===== config.mk =====
export PLATFORM = sky130hd
export DESIGN_NAME = erf_rx_check
export DESIGN_NICKNAME = d
export VERILOG_FILES = /design/src/erf_pkg.sv /design/src/erf_rx_check.sv
export VERILOG_INCLUDE_DIRS = /design/src
export SDC_FILE = /design/constraint.sdc
export NUM_CORES = 1
export LEC_CHECK = 0
export BUFFER_PORTS_ARGS = -buffer_cell sky130_fd_sc_hd__buf_2
export CORE_AREA = 2 2 181 130
export CTS_CLUSTER_DIAMETER = 100
export DETAILED_ROUTE_END_ITERATION = 8
export DIE_AREA = 0 0 183 132
export PLACE_DENSITY_LB_ADDON = 0.1
export RECOVER_POWER = 50
export SKIP_CTS_REPAIR_TIMING = 1
export SLEW_MARGIN = 5
export SYNTH_ARGS = -nofsm -noshare
export SYNTH_HDL_FRONTEND = slang
export SYNTH_SLANG_ARGS = --single-unit

===== constraint.sdc =====
create_clock -name pclk -period 5.7 [get_ports pclk]
set_input_delay 0.285 -clock pclk [delete_from_list [all_inputs] [get_ports pclk]]
set_output_delay 0.285 -clock pclk [all_outputs]
set_load 0.02 [all_outputs]

===== src/erf_cfg.svh =====
// Constants for the receive frame checker with link fault signalling.
// Assumes an APB host and a byte-wide receive link of data and control characters.
// What this block does
// - Every packet needs start control byte 0xfb
// - Optional strict compare of SFD and preamble
// - Control bit 4 preamble, bit 3 SFD
// - Bad start ignored; failed strict check drops packet
// - Stray control ends packet, flags malformed and FCS
// - No second end after a late terminate
// - Length/type below 0x600 is length, else type
// - 0x8100 tagged, 0x8808 control, others forwarded
// - Pause and PFC opcodes flagged, no action
// - Frames under 64 bytes are undersized
// - Oversize limit: maximum plus tag bytes
// - Count payload when length field is a length
// - Payload bounds 46/42/38 up to 1536 exclusive
// - Length failures delivered, error bits 2-4
// - A length field above payload, or payload out of bounds, is an error
// - CRC error shown together with end of packet
// - CRC stripped unless keep setting is set
// - Fault status outputs follow link continuously
// - Bidirectional local fault: stop data, send RF
// - Bidirectional remote fault: idle only until cleared
// - Bit 0 clear: normal; bits 0,3: RF only
// - Unidirectional: bit 2 mutes RF, else idle column
`ifndef ERF_CFG_SVH
`define ERF_CFG_SVH
// Register word indexes; byte address is four times the index
`define ERF_IDX_FAULT_CFG 14'h0405
`define ERF_IDX_RX_CTL 14'h050a
`define ERF_IDX_MAX_SIZE 14'h050b
`define ERF_IDX_CRC_KEEP 14'h050c
`define ERF_IDX_STATUS 14'h050d
// Field positions
`define ERF_RXCTL_PRE_BIT 4
`define ERF_RXCTL_SFD_BIT 3
// Reset values
`define ERF_FAULT_CFG_RST 4'h0
`define ERF_MAX_SIZE_RST 16'h05ee
// Link codes and frame figures
`define ERF_CH_START 8'hfb
`define ERF_CH_TERM 8'hfd
`define ERF_SFD 8'hd5
`define ERF_PRE_BYTE 8'h55
`define ERF_PRE_LEN 3'h6
`define ERF_TYPE_SPLIT 16'h0600
`define ERF_TYPE_VLAN 16'h8100
`define ERF_TYPE_CTRL 16'h8808
`define ERF_OP_PAUSE 16'h0001
`define ERF_OP_PFC 16'h0101
`define ERF_MIN_FRAME 16'h0040
`define ERF_MIN_PAYLOAD 16'h002e
`define ERF_LT_POS 5'h0c
`define ERF_TAG_BYTES 5'h04
`define ERF_LT_FCS_BYTES 16'h0006
`define ERF_CRC_POLY 32'hedb88320
`define ERF_CRC_RESIDUE 32'hdebb20e3
`endif


===== src/erf_pkg.sv =====
// Types for the receive frame checker.
// Assumes erf_cfg.svh is on the include path.
package erf_pkg;
  // Receive sequencer states, one-hot
  typedef enum logic [4:0] {
    ST_IDLE = 5'h01,
    ST_PRE = 5'h02,
    ST_DATA = 5'h04,
    ST_DRAIN = 5'h08,
    ST_DROP = 5'h10
  } erf_state_t;

  // One link character per cycle
  typedef struct packed {
    logic valid;
    logic ctrl;
    logic [7:0] data;
  } erf_link_t;

  // Client side stream with errors and frame kind
  typedef struct packed {
    logic valid;
    logic sop;
    logic eop;
    logic [7:0] data;
    logic [4:0] err;
    logic [4:0] stat;
  } erf_client_t;

  // Whole state of the checker
  typedef struct packed {
    erf_state_t state;
    logic [2:0] pre_cnt;
    logic pre_bad;
    logic [4:0][7:0] dly;
    logic [4:0] dly_v;
    logic sop_pend;
    logic [15:0] cnt;
    logic [15:0] lt;
    logic [4:0] lt_pos;
    logic vlan;
    logic svlan;
    logic ctl;
    logic [15:0] op;
    logic [31:0] crc;
    logic [4:0] hold_err;
    logic [4:0] hold_stat;
    erf_client_t out;
    logic [3:0] cfg_fault;
    logic chk_pre;
    logic chk_sfd;
    logic crc_keep;
    logic [15:0] max_size;
    logic [31:0] prdata;
    logic pready;
    logic pslverr;
    logic lf;
    logic rf;
    logic tx_de;
    logic tx_rf;
    logic tx_idle;
  } erf_st_t;
endpackage : erf_pkg


===== src/erf_rx_check.sv =====
// Receive frame checker, CRC strip and link fault transmit gating.
// Assumes one clock, synchronous inputs and an APB master with 32-bit data.
//
// Design decision made here: register access over APB.
`timescale 1ns/1ps
`default_nettype none
`include "erf_cfg.svh"
module erf_rx_check
  import erf_pkg::*;
#(
  parameter bit STRICT_EN = 1'b1,
  parameter logic [15:0] MAX_RX_SIZE = `ERF_MAX_SIZE_RST
)
(
  input wire logic pclk,
  input wire logic presetn,
  input wire logic psel,
  input wire logic penable,
  input wire logic pwrite,
  input wire logic [15:0] paddr,
  input wire logic [31:0] pwdata,
  output logic [31:0] prdata,
  output logic pready,
  output logic pslverr,
  input wire erf_link_t rx_in,
  input wire logic local_fault_in,
  input wire logic remote_fault_in,
  output erf_client_t rx_out,
  output logic local_fault_status,
  output logic remote_fault_status,
  output logic tx_data_enable,
  output logic tx_send_rf,
  output logic tx_idle_column
);

  // ****************************************
  // State and helpers
  // ****************************************
  erf_st_t s_reg; // Registered state
  erf_st_t s_next; // Next state

  // Reflected CRC32 over one byte
  function automatic logic [31:0] crc_byte(input logic [31:0] c, input logic [7:0] b);
    logic [31:0] x;
    x = c ^ {24'h000000, b};
    for (int i = 0; i < 8; i++)
    begin
      x = x[0] ? ((x >> 1) ^ `ERF_CRC_POLY) : (x >> 1);
    end
    return x;
  endfunction : crc_byte

  // Outputs come straight from the state flops
  assign prdata = s_reg.prdata;
  assign pready = s_reg.pready;
  assign pslverr = s_reg.pslverr;
  assign rx_out = s_reg.out;
  assign local_fault_status = s_reg.lf;
  assign remote_fault_status = s_reg.rf;
  assign tx_data_enable = s_reg.tx_de;
  assign tx_send_rf = s_reg.tx_rf;
  assign tx_idle_column = s_reg.tx_idle;

  // ****************************************
  // Next state
  // ****************************************
  always_comb
  begin
    logic [13:0] idx; // Word index of the access
    logic [15:0] lp; // Length/type position widened
    logic [15:0] extra; // Tag bytes ahead of the client length
    logic [15:0] pay; // Payload bytes seen
    logic [15:0] ltn; // Length/type after this byte
    logic [4:0] ferr; // Errors at end of frame
    logic [4:0] fstat; // Frame kind at end of frame
    logic len_chk; // Field holds a length
    logic pre_on; // Preamble compare active
    logic sfd_on; // SFD compare active
    idx = paddr[15:2];
    lp = {11'h000, s_reg.lt_pos};
    extra = lp - {11'h000, `ERF_LT_POS};
    pay = (s_reg.cnt > lp + `ERF_LT_FCS_BYTES) ? s_reg.cnt - lp - `ERF_LT_FCS_BYTES : 16'h0000;
    ltn = {s_reg.lt[7:0], rx_in.data};
    len_chk = s_reg.lt < `ERF_TYPE_SPLIT;
    pre_on = STRICT_EN && s_reg.chk_pre;
    sfd_on = STRICT_EN && s_reg.chk_sfd;
    ferr = 5'h00;
    ferr[1] = s_reg.crc != `ERF_CRC_RESIDUE;
    ferr[2] = s_reg.cnt < `ERF_MIN_FRAME;
    ferr[3] = s_reg.cnt > s_reg.max_size + extra;
    // A field larger than the payload, or a payload under the minimum or at 0x600 and above, is an error; more data is padding
    ferr[4] = len_chk && (s_reg.lt > pay || pay < `ERF_MIN_PAYLOAD - extra || pay >= `ERF_TYPE_SPLIT);
    fstat = {s_reg.ctl && s_reg.op == `ERF_OP_PFC, s_reg.ctl && s_reg.op == `ERF_OP_PAUSE,
             s_reg.ctl, s_reg.svlan, s_reg.vlan};
    s_next = s_reg;
    s_next.out.valid = 1'b0;
    s_next.out.sop = 1'b0;
    s_next.out.eop = 1'b0;
    s_next.out.err = 5'h00;
    s_next.out.stat = 5'h00;
    s_next.pready = 1'b0;
    s_next.pslverr = 1'b0;

    // Status follows the link whatever the configuration
    s_next.lf = local_fault_in;
    s_next.rf = remote_fault_in;

    // Transmit gating from configuration and received status
    s_next.tx_idle = 1'b0;
    if (!s_reg.cfg_fault[0])
    begin
      s_next.tx_de = 1'b1;
      s_next.tx_rf = 1'b0;
    end
    else if (s_reg.cfg_fault[3])
    begin
      s_next.tx_de = 1'b0;
      s_next.tx_rf = 1'b1;
    end
    else if (s_reg.cfg_fault[1])
    begin
      // Unidirectional keeps data flowing
      s_next.tx_de = 1'b1;
      s_next.tx_rf = !s_reg.cfg_fault[2] && s_reg.lf && !s_reg.rf;
      s_next.tx_idle = !s_reg.cfg_fault[2] && s_reg.lf && !s_reg.rf;
    end
    else if (s_reg.lf)
    begin
      s_next.tx_de = 1'b0;
      s_next.tx_rf = 1'b1;
    end
    else
    begin
      s_next.tx_de = !s_reg.rf;
      s_next.tx_rf = 1'b0;
    end

    // APB setup cycle prepares the answer for the access cycle
    if (psel && !penable)
    begin
      s_next.pready = 1'b1;
      s_next.prdata = 32'h00000000;
      if (paddr[1:0] != 2'h0)
        s_next.pslverr = 1'b1;
      else
      begin
        case (idx)
          `ERF_IDX_FAULT_CFG: s_next.prdata[3:0] = s_reg.cfg_fault;
          `ERF_IDX_RX_CTL:
          begin
            s_next.prdata[`ERF_RXCTL_PRE_BIT] = s_reg.chk_pre;
            s_next.prdata[`ERF_RXCTL_SFD_BIT] = s_reg.chk_sfd;
          end
          `ERF_IDX_MAX_SIZE: s_next.prdata[15:0] = s_reg.max_size;
          `ERF_IDX_CRC_KEEP: s_next.prdata[0] = s_reg.crc_keep;
          `ERF_IDX_STATUS: s_next.prdata[2:0] = {s_reg.state != ST_IDLE, s_reg.rf, s_reg.lf};
          default: s_next.pslverr = 1'b1;
        endcase
      end
    end
    // Write takes effect on the access cycle that completes
    if (psel && penable && s_reg.pready && pwrite && !s_reg.pslverr)
    begin
      case (idx)
        `ERF_IDX_FAULT_CFG: s_next.cfg_fault = pwdata[3:0];
        `ERF_IDX_RX_CTL:
        begin
          s_next.chk_pre = pwdata[`ERF_RXCTL_PRE_BIT];
          s_next.chk_sfd = pwdata[`ERF_RXCTL_SFD_BIT];
        end
        `ERF_IDX_MAX_SIZE: s_next.max_size = pwdata[15:0];
        `ERF_IDX_CRC_KEEP: s_next.crc_keep = pwdata[0];
        default: s_next.crc_keep = s_reg.crc_keep;
      endcase
    end

    // Receive sequencer
    case (s_reg.state)
      ST_IDLE:
      begin
        // Any other character is simply not a start; stray terminates land here too
        if (rx_in.valid && rx_in.ctrl && rx_in.data == `ERF_CH_START)
        begin
          s_next.state = ST_PRE;
          s_next.pre_cnt = 3'h0;
          s_next.pre_bad = 1'b0;
          s_next.dly_v = 5'h00;
          s_next.sop_pend = 1'b1;
          s_next.cnt = 16'h0000;
          s_next.lt = 16'h0000;
          s_next.lt_pos = `ERF_LT_POS;
          s_next.vlan = 1'b0;
          s_next.svlan = 1'b0;
          s_next.ctl = 1'b0;
          s_next.op = 16'h0000;
          s_next.crc = 32'hffffffff;
        end
      end
      ST_PRE:
      begin
        if (rx_in.valid && rx_in.ctrl)
          s_next.state = ST_IDLE;
        else if (rx_in.valid && s_reg.pre_cnt != `ERF_PRE_LEN)
        begin
          s_next.pre_cnt = s_reg.pre_cnt + 3'h1;
          s_next.pre_bad = s_reg.pre_bad || (pre_on && rx_in.data != `ERF_PRE_BYTE);
        end
        else if (rx_in.valid)
        begin
          // Failed strict compare drops the whole packet
          if (s_reg.pre_bad || (sfd_on && rx_in.data != `ERF_SFD))
            s_next.state = ST_DROP;
          else
            s_next.state = ST_DATA;
        end
      end
      ST_DATA:
      begin
        if (rx_in.valid && !rx_in.ctrl)
        begin
          // Five-byte delay hides the FCS until the terminate is seen
          s_next.dly = {s_reg.dly[3:0], rx_in.data};
          s_next.dly_v = {s_reg.dly_v[3:0], 1'b1};
          if (s_reg.dly_v[4])
          begin
            s_next.out.valid = 1'b1;
            s_next.out.data = s_reg.dly[4];
            s_next.out.sop = s_reg.sop_pend;
            s_next.sop_pend = 1'b0;
          end
          s_next.cnt = s_reg.cnt + 16'h0001;
          s_next.crc = crc_byte(s_reg.crc, rx_in.data);
          if (s_reg.cnt == lp || s_reg.cnt == lp + 16'h0001)
            s_next.lt = ltn;
          if (s_reg.cnt == lp + 16'h0001)
          begin
            if (ltn == `ERF_TYPE_VLAN && !s_reg.svlan)
            begin
              s_next.vlan = 1'b1;
              s_next.svlan = s_reg.vlan;
              s_next.lt_pos = s_reg.lt_pos + `ERF_TAG_BYTES;
            end
            s_next.ctl = ltn == `ERF_TYPE_CTRL;
          end
          if (s_reg.ctl && (s_reg.cnt == lp + 16'h0002 || s_reg.cnt == lp + 16'h0003))
            s_next.op = {s_reg.op[7:0], rx_in.data};
        end
        else if (rx_in.valid && rx_in.data == `ERF_CH_TERM)
        begin
          if (s_reg.crc_keep)
          begin
            s_next.state = ST_DRAIN;
            s_next.hold_err = ferr;
            s_next.hold_stat = fstat;
          end
          else
          begin
            // Frames failing length checks are still delivered
            s_next.state = ST_IDLE;
            s_next.out.valid = 1'b1;
            s_next.out.data = s_reg.dly[4];
            s_next.out.sop = s_reg.sop_pend;
            s_next.out.eop = 1'b1;
            s_next.out.err = ferr;
            s_next.out.stat = fstat;
          end
        end
        else if (rx_in.valid)
        begin
          // Stray control character closes the frame as malformed
          s_next.state = ST_IDLE;
          s_next.out.valid = 1'b1;
          s_next.out.data = s_reg.dly[4];
          s_next.out.sop = s_reg.sop_pend;
          s_next.out.eop = 1'b1;
          s_next.out.err = ferr | 5'h03;
          s_next.out.stat = fstat;
        end
      end
      ST_DRAIN:
      begin
        // Limitation: a start arriving while the FCS drains is missed
        s_next.dly = {s_reg.dly[3:0], 8'h00};
        s_next.dly_v = {s_reg.dly_v[3:0], 1'b0};
        if (s_reg.dly_v[4])
        begin
          s_next.out.valid = 1'b1;
          s_next.out.data = s_reg.dly[4];
          s_next.out.sop = s_reg.sop_pend;
          s_next.sop_pend = 1'b0;
        end
        if (s_reg.dly_v[4] && s_reg.dly_v[3:0] == 4'h0)
        begin
          s_next.out.eop = 1'b1;
          s_next.out.err = s_reg.hold_err;
          s_next.out.stat = s_reg.hold_stat;
        end
        if (s_reg.dly_v[3:0] == 4'h0)
          s_next.state = ST_IDLE;
      end
      ST_DROP:
      begin
        // Discard quietly until the next control character
        if (rx_in.valid && rx_in.ctrl)
          s_next.state = ST_IDLE;
      end
      default: s_next.state = ST_IDLE;
    endcase
  end

  // ****************************************
  // State register
  // ****************************************
  always_ff @(posedge pclk or negedge presetn)
  begin
    if (!presetn)
    begin
      s_reg <= '0;
      s_reg.state <= ST_IDLE;
      s_reg.cfg_fault <= `ERF_FAULT_CFG_RST;
      s_reg.max_size <= MAX_RX_SIZE;
      s_reg.tx_de <= 1'b1;
      s_reg.lt_pos <= `ERF_LT_POS;
    end
    else
      s_reg <= s_next;
  end
endmodule : erf_rx_check
`default_nettype wire


==> metrics.txt <==
Final Util around three fifths; DR iter-0 viols 637; Num CTS Buffers 24; critical path endpoint category flop; Mean Syn Cell Area 10.3 um2; Most used DFF post-synth dfrtp_1; vias per cell roughly 5.7; worst slew pin tran roughly 2.7 ns; DR pass1 iterations 6; worst skew pair latency 0.53 ns; WHS -0.00337 ns; Worst Slack Setup Final 0.831 ns; final std cells w/o fill 1,547; placed cell area 12,500 um2; initial antenna violation count 0; clk root buf clkbuf_16; Worst Skew 0.0151 ns; worst min-delay path class in2reg; total I/O pin count 125; gr usage total 22.8%; CTS tree done; Sinks on Clock Net 217; Buffers on Ports 92; Synth Instances about 1,200; RePlAce Congestion 0.874; GR Overflow Total 0; num rows 46; routed len/inst 17.8 um; minimum clock period 4.87 ns; Power Dens Cells 330 nW/um2; Seq pwr share 40.3%; first-pass GRT wire length 44,100 um; commonest non-fill, non-tap cells in the layout 205 x dfrtp_1, 95 x nor2_1, 84 x nand2_1, 72 x mux2_2, 72 x ha_1; Async S/R FF share, synth 100%; vias 8,766; Initial Util approximately 54%; worst slack, placed 0.937 ns; die span in x 183 um; Die Ht around 130 um; Final Setup Violations 0; P_sw about 1.4 mW; Ys Warns 0; total leakage power 6.21 nW; DR DRC count 0; violated checks negative hold slack, max-capacitance violations, max-slew violations; area grow syn2layout 10.6%; crit-path max FO 7; post-layout net count 1,380; total power 4.43 mW; Hold Vio Cnt, Final 1; class of the most critical setup path reg2reg; Max-Cap Viols 2; die area 24,200 um2; Clock Path Buffers 3; Net Sw Frac between 30% and 40%; Inst Count DP 1,488; core footprint 22,300 um2; post-synthesis instance area 12,200 um2; Final TNS setup 0 ns; Seq/Total Area, Yosys about 45%; flops & latches, synth about 220; fmax between 200 and 250 MHz; post-synth cell types 79; Internal about 3.0 mW; Final ANT Viol Nets 0; CP Launch Type flop; largest net degree at the start of global routing ~110; WL final 27,600 um; Comb power frac 23.3%; fin area 13,400 um2; CP Data Arrival Time between 5 and 6 ns; RSZ-0062 raised after global routing no; hpwl dp 19,600 um; layout cells sized above 1 16.0%; Slew HR -81.9%; number of flops mapped to enable cells by yosys 0; vias in the first global route 8,131; outcome complete, but fails checks; Max IR drop VDD approximately 270 uV; fin. max-slew vios 156; period utilization 85.4%; Ant. Diodes 0; CTS clk-pin slew, worst paths around 0.060 ns; Required @ worst endpoint between 6 and 7 ns; htree depth 1; Clock power frac 36.3%; commonest non-fill, non-tap cell in the layout dfrtp_1; max FFs per register 173
[power by group through the flow]
stage	logic (mW)	registers, mW	clock network (mW)
floorplan	0.816	1.77	0
global placement	1.01	1.81	0
detailed placement	1.02	1.81	0
CTS	1.02	1.78	1.65
global route	1.14	1.80	1.71
finish	1.03	1.79	1.61
[area by class of cell]
cell class	count	area [um2]
Inverter	46	173
Timing Repair Buffer	118	629
Sequential cell	217	5450
Fill cell	1919	8890
Clock buffer	32	671
Multi-Input combinational cell	835	6010
Clock inverter	11	154
Tap cell	288	360
[cell usage after synthesis (all sizes together) (2+ instances only)]
cell | n | share of area [%]
nand3b | 5 | 0.31
xor2 | 50 | 3.7
or2 | 7 | 0.38
o32ai | 2 | 0.14
or4 | 6 | 0.40
nor2b | 11 | 0.57
nor3b | 3 | 0.19
nor4b | 3 | 0.22
conb | 2 | 0.062
nor4 | 16 | 0.95
nand2b | 8 | 0.41
and3 | 12 | 0.62
nor3 | 24 | 1.0
buf | 72 | 4.1
a31oi | 5 | 0.26
a21oi | 64 | 2.8
a2111oi | 2 | 0.14
a221oi | 2 | 0.14
o41ai | 2 | 0.30
nand2 | 85 | 2.7
o31a | 3 | 0.22
o21a | 6 | 0.37
o21ai | 50 | 2.1
a22o | 40 | 2.9
o211ai | 4 | 0.25
nand4b | 7 | 0.50
a211oi | 8 | 0.49
and2 | 5 | 0.26
inv | 46 | 1.4
dfstp | 12 | 2.6
xnor2 | 61 | 4.5
a222oi | 3 | 0.25
o31ai | 5 | 0.31
a21o | 6 | 0.37
dfrtp | 205 | 42
nand3 | 33 | 1.4
ha | 72 | 7.4
clkbuf | 26 | 0.81
nor2 | 95 | 2.9
nand4 | 13 | 0.67
mux2 | 72 | 6.7
or3 | 4 | 0.21
[worst max-delay path, cell delays in order, from the launching register on]
cell and delay, ns:
dfstp_2 0.59, inv_1 0.14, ha_1 0.47, ha_1 0.28, a21o_1 0.19, a221o_1 0.43, or3_1 0.40, or2_2 0.27
o21ai_0 0.21, inv_1 0.07, ha_1 0.29, nand4_1 0.11, nor3_1 0.31, a211oi_1 0.12, a31o_2 0.22, a21oi_1 0.44
mux2_2 0.25
[metal layers]
layer	routed length (um)	vias to the layer above	GRT usage (%)
met2	10400	227	29.0
li1	-	4214	-
met1	15100	4298	39.3
met4	350	0	4.36
met3	1670	27	3.84
met5	0	-	0
[cell families (layout without fill, tap and decap cells)]
| group | after synthesis | in the layout | share of synthesized area (%) |
|---|---|---|---|
| other | 2 | 20 | 0.0618 |
| AND/OR/NAND/NOR | 345 | 345 | 14.3 |
| multiplexers | 72 | 72 | 6.67 |
| buffers and inverters | 144 | 207 | 6.38 |
| adder cells (fa/ha/maj) | 74 | 74 | 7.66 |
| AO/OA/AOI/OAI | 213 | 213 | 11.8 |
| flip-flops | 217 | 217 | 44.8 |
| XOR/XNOR | 111 | 111 | 8.25 |
[final timing paths]
check | from | to | slack (ns) | cells past startpoint
worst max-delay path | s_reg[146] | s_reg[92] | 0.83 | 16
worst min register to register | prdata[1] | prdata[1] | 0.47 | 2
min in group asynchronous | presetn | local_fault_status | 1.15 | 2
worst max register to register | s_reg[146] | s_reg[92] | 0.83 | 16
max in group asynchronous | presetn | s_reg[178] | 1.34 | 3
worst min-delay path | pwdata[1] | s_reg[40] | -0.003 | 3
Power figures use the tool's default switching activity.
